<file path="config.mk">
export PLATFORM = sky130hd
export DESIGN_NAME = rs485_direction_control
export DESIGN_NICKNAME = d
export VERILOG_FILES = /design/src/design/xcvr_pkg.sv /design/src/design/xcvr_sync.sv /design/src/design/rs485_direction_control.sv
export SDC_FILE = /design/constraint.sdc
export NUM_CORES = 1
export LEC_CHECK = 0
export ABC_AREA = 1
export BUFFER_PORTS_ARGS = -buffer_cell sky130_fd_sc_hd__buf_2
export CORE_MARGIN = 3
export CORE_UTILIZATION = 35
export DETAILED_ROUTE_END_ITERATION = 12
export GPL_ROUTABILITY_DRIVEN = 1
export GPL_TIMING_DRIVEN = 0
export RECOVER_POWER = 50
export SYNTH_ARGS = -nofsm -noshare
export SYNTH_HDL_FRONTEND = slang
export SYNTH_SLANG_ARGS = --single-unit
</file>
<file path="constraint.sdc">
create_clock -name clk_sys -period 1.2 [get_ports clk_sys]
set_input_delay 0 -clock clk_sys [delete_from_list [all_inputs] [get_ports clk_sys]]
set_output_delay 0 -clock clk_sys [all_outputs]
set_load 0.005 [all_outputs]
</file>
<file path="src/design/xcvr_pkg.sv">
`default_nettype none
package xcvr_pkg;
   // Scratch register offset above port base
   localparam logic [2:0] scratch_offset = 3'h7;
   localparam logic [7:0] mode_reset     = 8'h00;
   localparam int         mode_lsb       = 0;
   localparam int         mode_msb       = 1;

   typedef enum logic [1:0] {
      mode_four_wire = 2'h0,
      mode_echo      = 2'h1,
      mode_dtr_ctrl  = 2'h2,
      mode_auto      = 2'h3
   } xcvr_mode_e;

   // Host-side I/O access for one port
   typedef struct packed {
      logic       wr;
      logic       rd;
      logic [2:0] addr;
      logic [7:0] wdata;
   } io_req_s;

   // Line transceiver enables, active high
   typedef struct packed {
      logic drv_en;
      logic rcv_en;
   } xcvr_en_s;

   localparam logic [7:0] rdata_reset    = 8'h00;
   localparam logic [7:0] unmapped_rdata = 8'h00;
   // Synchroniser starts unasserted so no false assert follows reset
   localparam logic [2:0] sync_reset     = 3'h7;
   localparam logic       sync_q_reset   = 1'h1;
   localparam xcvr_en_s   en_reset       = '{drv_en: 1'h1, rcv_en: 1'h1};
endpackage
`default_nettype wire

</file>
<file path="src/design/xcvr_sync.sv">
`default_nettype none
// Three-stage synchroniser; change accepted when stages two and three agree
module xcvr_sync
(
   input  wire logic clk_sys,
   input  wire logic nrst,
   input  wire logic d_in,
   output logic      q_out
);
   logic [2:0] stage_reg;
   logic [2:0] stage_next;
   logic       q_reg;
   logic       q_next;

   always_comb
   begin
      stage_next = {stage_reg[1:0], d_in};
      q_next     = (stage_reg[1] == stage_reg[2]) ? stage_reg[2] : q_reg;
   end

   always_ff @(posedge clk_sys or negedge nrst)
   begin
      if (!nrst)
      begin
         stage_reg <= xcvr_pkg::sync_reset;
         q_reg     <= xcvr_pkg::sync_q_reset;
      end
      else
      begin
         stage_reg <= stage_next;
         q_reg     <= q_next;
      end
   end

   assign q_out = q_reg;
endmodule // xcvr_sync
`default_nettype wire

</file>
<file path="src/design/rs485_direction_control.sv">
`default_nettype none
module rs485_direction_control
(
   input  wire logic             clk_sys,
   input  wire logic             nrst,
   input  wire xcvr_pkg::io_req_s io_req,
   output logic [7:0]            io_rdata,
   input  wire logic             dtr_n,
   input  wire logic             transmit_slot_ready_n,
   output xcvr_pkg::xcvr_en_s    xcvr_en,
   output xcvr_pkg::xcvr_mode_e  mode
);
   logic [7:0]           scratch_reg;
   logic [7:0]           scratch_next;
   logic [7:0]           rdata_reg;
   logic [7:0]           rdata_next;
   logic                 dtr_n_s;
   logic                 slot_ready_n_s;
   logic                 dtr_asserted;
   logic                 slot_ready_asserted;
   xcvr_pkg::xcvr_mode_e mode_now;
   xcvr_pkg::xcvr_en_s   en_next;
   xcvr_pkg::xcvr_en_s   en_reg;

   function automatic logic hit(input xcvr_pkg::io_req_s r);
      hit = (r.addr == xcvr_pkg::scratch_offset);
   endfunction

   // Pins arrive from the UART clock domain side
   xcvr_sync u_dtr
   (
      .clk_sys  (clk_sys),
      .nrst     (nrst),
      .d_in     (dtr_n),
      .q_out    (dtr_n_s)
   );
   xcvr_sync u_slot_ready
   (
      .clk_sys  (clk_sys),
      .nrst     (nrst),
      .d_in     (transmit_slot_ready_n),
      .q_out    (slot_ready_n_s)
   );

   assign dtr_asserted        = ~dtr_n_s;
   assign slot_ready_asserted = ~slot_ready_n_s;

   always_comb
   begin
      scratch_next = scratch_reg;
      rdata_next   = rdata_reg;
      if (io_req.wr && hit(io_req))
      begin
         scratch_next = io_req.wdata;
      end
      if (io_req.rd)
      begin
         rdata_next = hit(io_req) ? scratch_reg : xcvr_pkg::unmapped_rdata;
      end
   end

   always_ff @(posedge clk_sys or negedge nrst)
   begin
      if (!nrst)
      begin
         scratch_reg <= xcvr_pkg::mode_reset;
         rdata_reg   <= xcvr_pkg::rdata_reset;
      end
      else
      begin
         scratch_reg <= scratch_next;
         rdata_reg   <= rdata_next;
      end
   end

   scratch_write_a: assert property (@(posedge clk_sys) disable iff (!nrst)
      io_req.wr && hit(io_req) |=> scratch_reg == $past(io_req.wdata))
      else $error("scratch write lost");
   write_miss_a: assert property (@(posedge clk_sys) disable iff (!nrst)
      io_req.wr && !hit(io_req) |=> $stable(scratch_reg))
      else $error("scratch written from other offset");
   read_hit_a: assert property (@(posedge clk_sys) disable iff (!nrst)
      io_req.rd && hit(io_req) |=> io_rdata == $past(scratch_reg))
      else $error("scratch read wrong");
   read_miss_a: assert property (@(posedge clk_sys) disable iff (!nrst)
      io_req.rd && !hit(io_req) |=> io_rdata == xcvr_pkg::unmapped_rdata)
      else $error("unmapped read not empty");
   rdata_hold_a: assert property (@(posedge clk_sys) disable iff (!nrst)
      !io_req.rd |=> $stable(io_rdata))
      else $error("read data changed without read");

   // only the low two bits matter; codes map directly
   // mode taken straight from the register, no extra stage
   assign mode_now = xcvr_pkg::xcvr_mode_e'(scratch_reg[xcvr_pkg::mode_msb:xcvr_pkg::mode_lsb]);

   always_comb
   begin
      en_next = '{drv_en: 1'h1, rcv_en: 1'h1};
      unique case (mode_now)
         xcvr_pkg::mode_four_wire:
         begin
            en_next = '{drv_en: 1'h1, rcv_en: 1'h1};
         end
         xcvr_pkg::mode_echo:
         begin
            en_next = '{drv_en: ~dtr_asserted, rcv_en: 1'h1};
         end
         xcvr_pkg::mode_dtr_ctrl:
         begin
            en_next = '{drv_en: ~dtr_asserted, rcv_en: dtr_asserted};
         end
         // per-byte driving; host keeps FIFOs on
         xcvr_pkg::mode_auto:
         begin
            en_next = '{drv_en: slot_ready_asserted, rcv_en: ~slot_ready_asserted};
         end
      endcase
   end

   // Registered so enables never glitch onto the line
   always_ff @(posedge clk_sys or negedge nrst)
   begin
      if (!nrst)
      begin
         en_reg <= xcvr_pkg::en_reset;
      end
      else
      begin
         en_reg <= en_next;
      end
   end

   assign xcvr_en  = en_reg;
   assign mode     = mode_now;
   assign io_rdata = rdata_reg;

   four_wire_a: assert property (@(posedge clk_sys) disable iff (!nrst)
      $past(mode_now) == xcvr_pkg::mode_four_wire |-> xcvr_en.drv_en && xcvr_en.rcv_en)
      else $error("four-wire enables dropped");
   echo_drv_a: assert property (@(posedge clk_sys) disable iff (!nrst)
      $past(mode_now) == xcvr_pkg::mode_echo |-> xcvr_en.drv_en == $past(dtr_n_s))
      else $error("echo driver wrong");
   echo_rcv_a: assert property (@(posedge clk_sys) disable iff (!nrst)
      $past(mode_now) == xcvr_pkg::mode_echo |-> xcvr_en.rcv_en)
      else $error("echo receiver off");
   dtr_excl_a: assert property (@(posedge clk_sys) disable iff (!nrst)
      $past(mode_now) == xcvr_pkg::mode_dtr_ctrl |-> xcvr_en.rcv_en != xcvr_en.drv_en)
      else $error("dtr mode enables overlap");
   dtr_drv_a: assert property (@(posedge clk_sys) disable iff (!nrst)
      $past(mode_now) == xcvr_pkg::mode_dtr_ctrl |-> xcvr_en.drv_en == $past(dtr_n_s))
      else $error("dtr mode driver wrong");
   auto_drv_a: assert property (@(posedge clk_sys) disable iff (!nrst)
      $past(mode_now) == xcvr_pkg::mode_auto |-> xcvr_en.drv_en == !$past(slot_ready_n_s))
      else $error("auto driver wrong");
   auto_rcv_a: assert property (@(posedge clk_sys) disable iff (!nrst)
      $past(mode_now) == xcvr_pkg::mode_auto |-> xcvr_en.rcv_en == $past(slot_ready_n_s))
      else $error("auto receiver wrong");
   auto_excl_a: assert property (@(posedge clk_sys) disable iff (!nrst)
      $past(mode_now) == xcvr_pkg::mode_auto |-> xcvr_en.rcv_en != xcvr_en.drv_en)
      else $error("auto mode enables overlap");
   dtr_rcv_a: assert property (@(posedge clk_sys) disable iff (!nrst)
      $past(mode_now) == xcvr_pkg::mode_dtr_ctrl |-> xcvr_en.rcv_en == !$past(dtr_n_s))
      else $error("dtr mode receiver wrong");
   mode_write_a: assert property (@(posedge clk_sys) disable iff (!nrst)
      io_req.wr && io_req.addr == xcvr_pkg::scratch_offset
      |=> mode == xcvr_pkg::xcvr_mode_e'($past(io_req.wdata[1:0])))
      else $error("mode write not applied");
   mode_hold_a: assert property (@(posedge clk_sys) disable iff (!nrst)
      !(io_req.wr && hit(io_req)) |=> $stable(mode))
      else $error("mode changed without write");
   four_wire_write_a: assert property (@(posedge clk_sys) disable iff (!nrst)
      io_req.wr && hit(io_req)
      && xcvr_pkg::xcvr_mode_e'(io_req.wdata[1:0]) == xcvr_pkg::mode_four_wire
      |=> ##1 xcvr_en.drv_en && xcvr_en.rcv_en)
      else $error("four-wire write not applied to enables");
endmodule // rs485_direction_control
`default_nettype wire

</file>
======== Word level (Yosys, flattened, before mapping) ========
Index checks and enable logic that the tools add are counted.
cells by class
  equal/unequal tests ..................... 6
  multiplexer cells ....................... 2
  bitwise logic cells ..................... 2
  reduce and logical (&&, ||, !) cells .... 2
operators by type and width
  cell                                                 number
  2-to-1 mux 8 bit                                     1
  case mux 2 bit (4 select lines)                      1
  equality test 2 bit, second input constant           2
  equality test 3 bit, second input constant           1
  equality test 1 bit                                  2
  equality test 2 x 1 -> 1 bit, second input constant  1
  logical NOT 2 bit                                    1
  NOT 1 bit                                            2
  logical AND 1 bit                                    1
storage, ports and cells
  register bits ........................... 26
  bits of input ports ..................... 17
  output and inout port bits .............. 12

======== Depth between registers and ports, before layout ========
Gate-level depths: netlist of run 1.
  word-level depth ........................ 2
  mapped depth ............................ 4

======== Hierarchy ========
A second synthesis of run 1 with hierarchy kept.
second synthesis, totals
  cells, all modules ...................... 100
  area, all modules ....................... 1014.7 µm²
by module, submodules not included
  module                   times used  cells each  area each (µm²)
  rs485_direction_control  1           84          772.0
  xcvr_sync                2           8           121.4

======== Worst setup path after synthesis of run 1 ========
No wires, ideal clock.
  path type ............................... register to register
  start ................................... register u_dtr.q_reg, in the netlist u_dtr.q_out
  end ..................................... register en_reg, in the netlist xcvr_en[1]
  arrival time ............................ 0.733 ns
  required time ........................... 1.140 ns
  path slack .............................. 0.407 ns
  stages on the path, launching flop included .. 5
  cells stage by stage .................... dfstp_2 nor2_1 nor2_1 nand2_1 nand2_1
RTL lines
  what                    RTL line                        text
  from (decl)             xcvr_sync.sv:12                 logic q_reg;
  from (signal assigned)  xcvr_sync.sv:26                 q_reg <= xcvr_pkg::sync_q_reset;
  from (signal assigned)  xcvr_sync.sv:31                 q_reg <= q_next;
  to (signal assigned)    rs485_direction_control.sv:125  en_reg <= xcvr_pkg::en_reset;
  to (signal assigned)    rs485_direction_control.sv:129  en_reg <= en_next;
  to (decl)               rs485_direction_control.sv:23   xcvr_pkg::xcvr_en_s en_reg;

======== Worst setup path after layout of run 1 ========
  start ................................... register scratch_reg[0]
  end ..................................... output port mode[0]
RTL lines
  what                    RTL line                       text
  from (decl)             rs485_direction_control.sv:13  logic [7:0] scratch_reg;
  from (signal assigned)  rs485_direction_control.sv:66  scratch_reg <= xcvr_pkg::mode_reset;
  from (signal assigned)  rs485_direction_control.sv:71  scratch_reg <= scratch_next;
  to (decl)               rs485_direction_control.sv:11  output xcvr_pkg::xcvr_mode_e mode
No word-level cell between the ends.

==> results.json, run 1 <==
{
  "status": "finished, final reports clean",
  "syn_area_per_cell_um2": 10.66,
  "seq_area_frac_synth_pct": 66.17,
  "reg2regPathDepth": 4,
  "r2r_slack_ps": 330,
  "combPwrFrac_pct": 15.1,
  "finalWirelength_um": 1860,
  "dieArea_um2": 3541,
  "netlist.top_cell.by_area": "dfrtp_1",
  "yosys.area.top_type_share_pct": 39.95,
  "synth_top_cells_by_area": "dfrtp_1, dfstp_2, nand2_1, o22ai_1, nand3_1",
  "cp_max_fo": 6,
  "ant_nets": 0,
  "dr.pass1.iters": 4,
  "pre_cts_slack_ps": 357.1,
  "grt_max_degree": 27,
  "fin_setup_tns_ps": 0,
  "grt_pass1_wl_um": 3105,
  "coreArea_um2": 2590,
  "p_sw_w": 0.0004293,
  "final_nets": 155,
  "setup_ws_ps": 152.5,
  "hold_violations": 0,
  "die_x_um": 59.51,
  "first_global_vias": 718,
  "report.final.slew_viol_count": 0,
  "worstHoldStart": "io_req[8]",
  "numPortBuffers": 26,
  "cts.htree.levels": 1,
  "num_rows": 18,
  "drive_gt1_share_pct": 32.85,
  "syn_area_um2": 1002,
  "cts_sinks": 26,
  "finalClockSkew_ps": 0.8610,
  "power_frac_seq_pct": 60.3,
  "clkPwrFrac_pct": 24.7,
  "slew_headroom_pct": 58.35,
  "wl_per_cell_um": 11.14,
  "r2r-start": "u_dtr.q_out",
  "ir_drop_mv": 0.7505,
  "track_usage_pct": 11.68,
  "p_per_area_nw_per_um2": 1306,
  "clkTransAtPathRegs_ps": 140,
  "crit_path_end_kind": "output pin",
  "setup_viol": 0,
  "leakage_nw": 0.6535,
  "ys_types": 14,
  "cp_slowest_cell": "dfrtp_1",
  "first_iter_violations": 15,
  "internal_power_w": 0.001314,
  "totalPowerFinal_w": 0.001743,
  "drcViolationCount": 0,
  "ys_ff_latch": 26,
  "max_freq_ghz": 0.9547,
  "vias": 747,
  "r2r-end": "xcvr_en[1]",
  "critPathArrivalTime_ps": 1050,
  "antenna_found_initial": 0,
  "syn_nets": 111,
  "ys_warn_count": 0,
  "via_per_inst": 4.473,
  "cts_setup_buffers": 0,
  "start_util_pct": 38.70,
  "start_kind": "register",
  "numCtsBuffers": 3,
  "place.gp.congestion": 0.6793,
  "syn_inst": 94,
  "dp_hpwl_um": 1309,
  "worstPathCellList": "buf_4 -> buf_2",
  "grt-ovfl-total": 0,
  "rsz0062_at_grt": "false",
  "cp.required_ps": 1200,
  "hold_path.class": "in -> reg",
  "worstHoldEndpoint": "scratch_reg[0]",
  "whs_path_depth": 4,
  "cts_hold_buffers": 12,
  "io_pins": 29,
  "worst_pin_slew_ps": 624.8,
  "area_growth_pct": 33.21,
  "drv_cap": 0,
  "fin_area_um2": 1335,
  "clockBufferDepth": 2,
  "fin_crit_ps": 1048,
  "worst-setup-path-type": "reg -> out",
  "cts-root-buf": "clkbuf_4",
  "cts_tree": "yes",
  "finalCritPeriodShare_pct": 87.29,
  "die_h_um": 59.51,
  "cts_resized": 0,
  "place_area_um2": 1170,
  "diodes": 0,
  "max_stage_delay_ps": 470,
  "insertion_delay_ps": 310,
  "p_sw_share_pct": 24.63
}
[cells in the mapped netlist (all sizes together)]
master / number
o21ai: 1
dfrtp: 16
buf: 4
o22ai: 8
dfstp: 10
nor2: 3
nand3: 9
inv: 11
clkbuf: 1
maj3: 2
nand2: 28
nand4: 1
[cells in the final DEF (no fill, tap or decap)]
| cell | n |
|---|---|
| buf_2 | 25 |
| buf_4 | 3 |
| clkbuf_1 | 1 |
| clkbuf_2 | 2 |
| clkbuf_4 | 3 |
| clkbuf_8 | 1 |
| dfrtp_1 | 16 |
| dfstp_1 | 1 |
| dfstp_2 | 9 |
| dlygate4sd3_1 | 13 |
| inv_1 | 11 |
| maj3_1 | 2 |
| nand2_1 | 28 |
| nand3_1 | 9 |
| nand4_4 | 1 |
| nor2_1 | 2 |
| nor2_4 | 1 |
| o21ai_0 | 1 |
| o22ai_1 | 8 |
[worst max path at each step]
stage | start | end | slack, ps | cells after the start
floorplan | u_dtr.q_out | xcvr_en[1] | 410 | 4
finish | scratch_reg[0] | mode[0] | 150 | 2
detailed placement | u_dtr.q_out | xcvr_en[1] | 360 | 4
global route | scratch_reg[0] | mode[0] | 90 | 2
global placement | u_dtr.q_out | xcvr_en[1] | 370 | 4
CTS | scratch_reg[0] | mode[0] | 130 | 2
[worst max-delay path, delay by kind of cell (launching register included)]
family / cells / cell delay [ps]
buf+inv: 2 / 260
flops: 1 / 470
[cells by family after synthesis]
logic type | synth area share, %
simple gates | 18.98
flops | 66.17
buf+inv | 7.365
compound gates | 5.493
fa+ha+maj | 1.998
[layout make-up]
cell class | count | area (um^2)
inverters | 11 | 41.29
well taps | 30 | 37.54
flip-flops and latches | 26 | 663.1
plain buffers | 5 | 32.53
repair buffers | 39 | 259.0
clock buffers | 4 | 36.28
multi-input cells | 52 | 265.3
fillers | 252 | 1255
[power by group through the flow]
stage | Clock (W) | Sequential, W | Combinational, W
finish | 0.000430 | 0.00105 | 0.000262
global route | 0.000483 | 0.00107 | 0.000300
CTS | 0.000451 | 0.00105 | 0.000266
detailed placement | 0 | 0.00107 | 0.000237
global placement | 0 | 0.00106 | 0.000229
floorplan | 0 | 0.00105 | 0.000133
[layer usage]
layer / global-route usage (%) / up-vias / routed length [um]
li1: - / 384 / -
met5: 0 / - / 0
met3: 1.961 / 2 / 100
met1: 15.79 / 343 / 891
met4: 5.696 / 0 / 18
met2: 18.10 / 18 / 850
[stage by stage]
step / utilization [%] / instances / hold WS, ps
floorplan: - / 94 / -295.6
global placement: 45.17 / 150 / 15.18
detailed placement: 45.17 / 150 / 23.12
CTS: 51.21 / 166 / 0.6648
global route: 51.55 / 167 / 25.17
finish: 51.55 / 167 / 38.70
(Power assumes the default switching activity.)
==> run 2: changes to the inputs <==
--- a/config.mk
+++ b/config.mk
@@ -7,11 +7,14 @@
 export LEC_CHECK = 0
 export ABC_AREA = 1
 export BUFFER_PORTS_ARGS = -buffer_cell sky130_fd_sc_hd__buf_2
+export CELL_PAD_IN_SITES_DETAIL_PLACEMENT = 1
+export CELL_PAD_IN_SITES_GLOBAL_PLACEMENT = 2
 export CORE_MARGIN = 3
-export CORE_UTILIZATION = 35
+export CORE_UTILIZATION = 32
 export DETAILED_ROUTE_END_ITERATION = 12
 export GPL_ROUTABILITY_DRIVEN = 1
 export GPL_TIMING_DRIVEN = 0
+export PLACE_DENSITY_LB_ADDON = 0.1
 export RECOVER_POWER = 50
 export SYNTH_ARGS = -nofsm -noshare
 export SYNTH_HDL_FRONTEND = slang
==> results.json, run 2 (synthesized netlist as in run 1, its figures left out) <==
{
  "cp_max_fo": 1,
  "worst_pin_slew_ps": 631.2,
  "via_per_inst": 4.184,
  "fin_setup_tns_ps": 0,
  "ant_nets": 0,
  "hold_slack_ps": 12.57,
  "fillers": 335,
  "cp.required_ps": 1430,
  "io_pins": 29,
  "hold_path.class": "in -> reg",
  "cts.htree.levels": 1,
  "insertion_delay_ps": 320,
  "place.gp.congestion": 0.6938,
  "setup_viol": 0,
  "p_per_area_nw_per_um2": 1256,
  "start_util_pct": 34.84,
  "track_usage_pct": 12.98,
  "antenna_found_initial": 0,
  "die_x_um": 61.97,
  "ir_drop_mv": 0.5816,
  "max_freq_ghz": 0.9102,
  "critPathArrivalTime_ps": 1330,
  "leakage_nw": 0.6475,
  "drv_cap": 0,
  "clkTransAtPathRegs_ps": 140,
  "worst-setup-path-type": "in -> reg",
  "drive_gt1_share_pct": 32.12,
  "cts-root-buf": "clkbuf_4",
  "first_global_vias": 807,
  "wl_per_cell_um": 11.92,
  "start_kind": "primary input",
  "r2r_slack_ps": 320,
  "grt_pass1_wl_um": 3539,
  "clockBufferDepth": 2,
  "grt-ovfl-total": 0,
  "coreArea_um2": 2877,
  "cts_resized": 0,
  "grt_max_degree": 27,
  "hold_violations": 0,
  "finalClockSkew_ps": 10.54,
  "first_iter_violations": 14,
  "cts_sinks": 26,
  "diodes": 0,
  "die_h_um": 61.97,
  "rsz0062_at_grt": "false",
  "numPortBuffers": 26,
  "drcViolationCount": 0,
  "numCtsBuffers": 3,
  "final_nets": 155,
  "area_growth_pct": 33.83,
  "finalCritPeriodShare_pct": 91.56,
  "status": "finished, final reports clean",
  "slew_headroom_pct": 57.92,
  "layout_commonest_cell": "nand2_1",
  "vias": 749,
  "finalWirelength_um": 2133,
  "layout_common_cells": "nand2_1, buf_2, dfrtp_1, dlygate4sd3_1, inv_1",
  "fin_crit_ps": 1099,
  "dieArea_um2": 3840,
  "crit_path_end_kind": "register",
  "cts_tree": "yes",
  "report.final.slew_viol_count": 0,
  "num_rows": 19,
  "dr.pass1.iters": 4
}
-- run 2: changes by cell type in the layout (fill, tap and decap cells not counted), sizes merged --
cell,delta
clkinv,+1
buf,+1
clkbuf,-2
-- run 2: cell type report --
class	count	area [um^2]	share of cell area, %
clock buffers	3	22.52	1.679
repair buffers	39	260.3	19.40
multi-input cells	52	265.3	19.78
well taps	42	52.55	3.918
flip-flops and latches	26	663.1	49.44
inverters	11	41.29	3.078
clock inverters	1	3.754	0.2798
plain buffers	5	32.53	2.425
-- run 2: stage by stage --
stage	std cells	area [um^2]	util [%]	total power [W]	worst slack, ps
3_3_place_gp	162	1185	41.19	0.001298	372.4
5_1_grt	179	1341	46.63	0.001799	58.08
3_5_place_dp	162	1185	41.19	0.001315	330.3
4_1_cts	179	1341	46.63	0.001723	97.21
6_report	179	1341	46.63	0.001685	101.3
2_1_floorplan	94	1002	-	0.001186	407.0
-- run 2: final timing paths --
| kind | from | cells past startpoint | end |
|---|---|---|---|
| hold reg to reg | u_slot_ready.stage_reg[0] | 0 | u_slot_ready.stage_reg[1] |
| setup reg to reg | u_dtr.q_out | 4 | xcvr_en[1] |
| setup / recovery | io_req[1] | 5 | scratch_reg[1] |
| hold / removal | io_req[12] | 3 | scratch_reg[2] |
| min in group asynchronous | nrst | 2 | io_rdata[7] |
| max in group asynchronous | nrst | 2 | scratch_reg[0] |
-- run 2: worst max-delay path, cell delays in order --
cell,delay (ps)
dlygate4sd3_1,530
buf_2,120
nand3_1,70
dlygate4sd3_1,560
nand2_1,50
-- run 2: power by group --
part	internal (W)	switching, W
clock network	0.000122	0.000243
logic	0.000136	0.000130
registers	0.000990	0.0000632
total	0.00125	0.000436
-- run 2: layer usage --
| layer | global-route usage, % | routed length [um] |
|---|---|---|
| met5 | 0 | 0 |
| met4 | 8.182 | 22 |
| met3 | 2.686 | 103 |
| met2 | 19.53 | 964 |
| met1 | 16.95 | 1043 |
-- run 2: what timing repair did --
action | in CTS | in global routing
hold buffers | 13 | 0
hold endpoints to repair | 31 | 0
setup buffers | 0 | 0
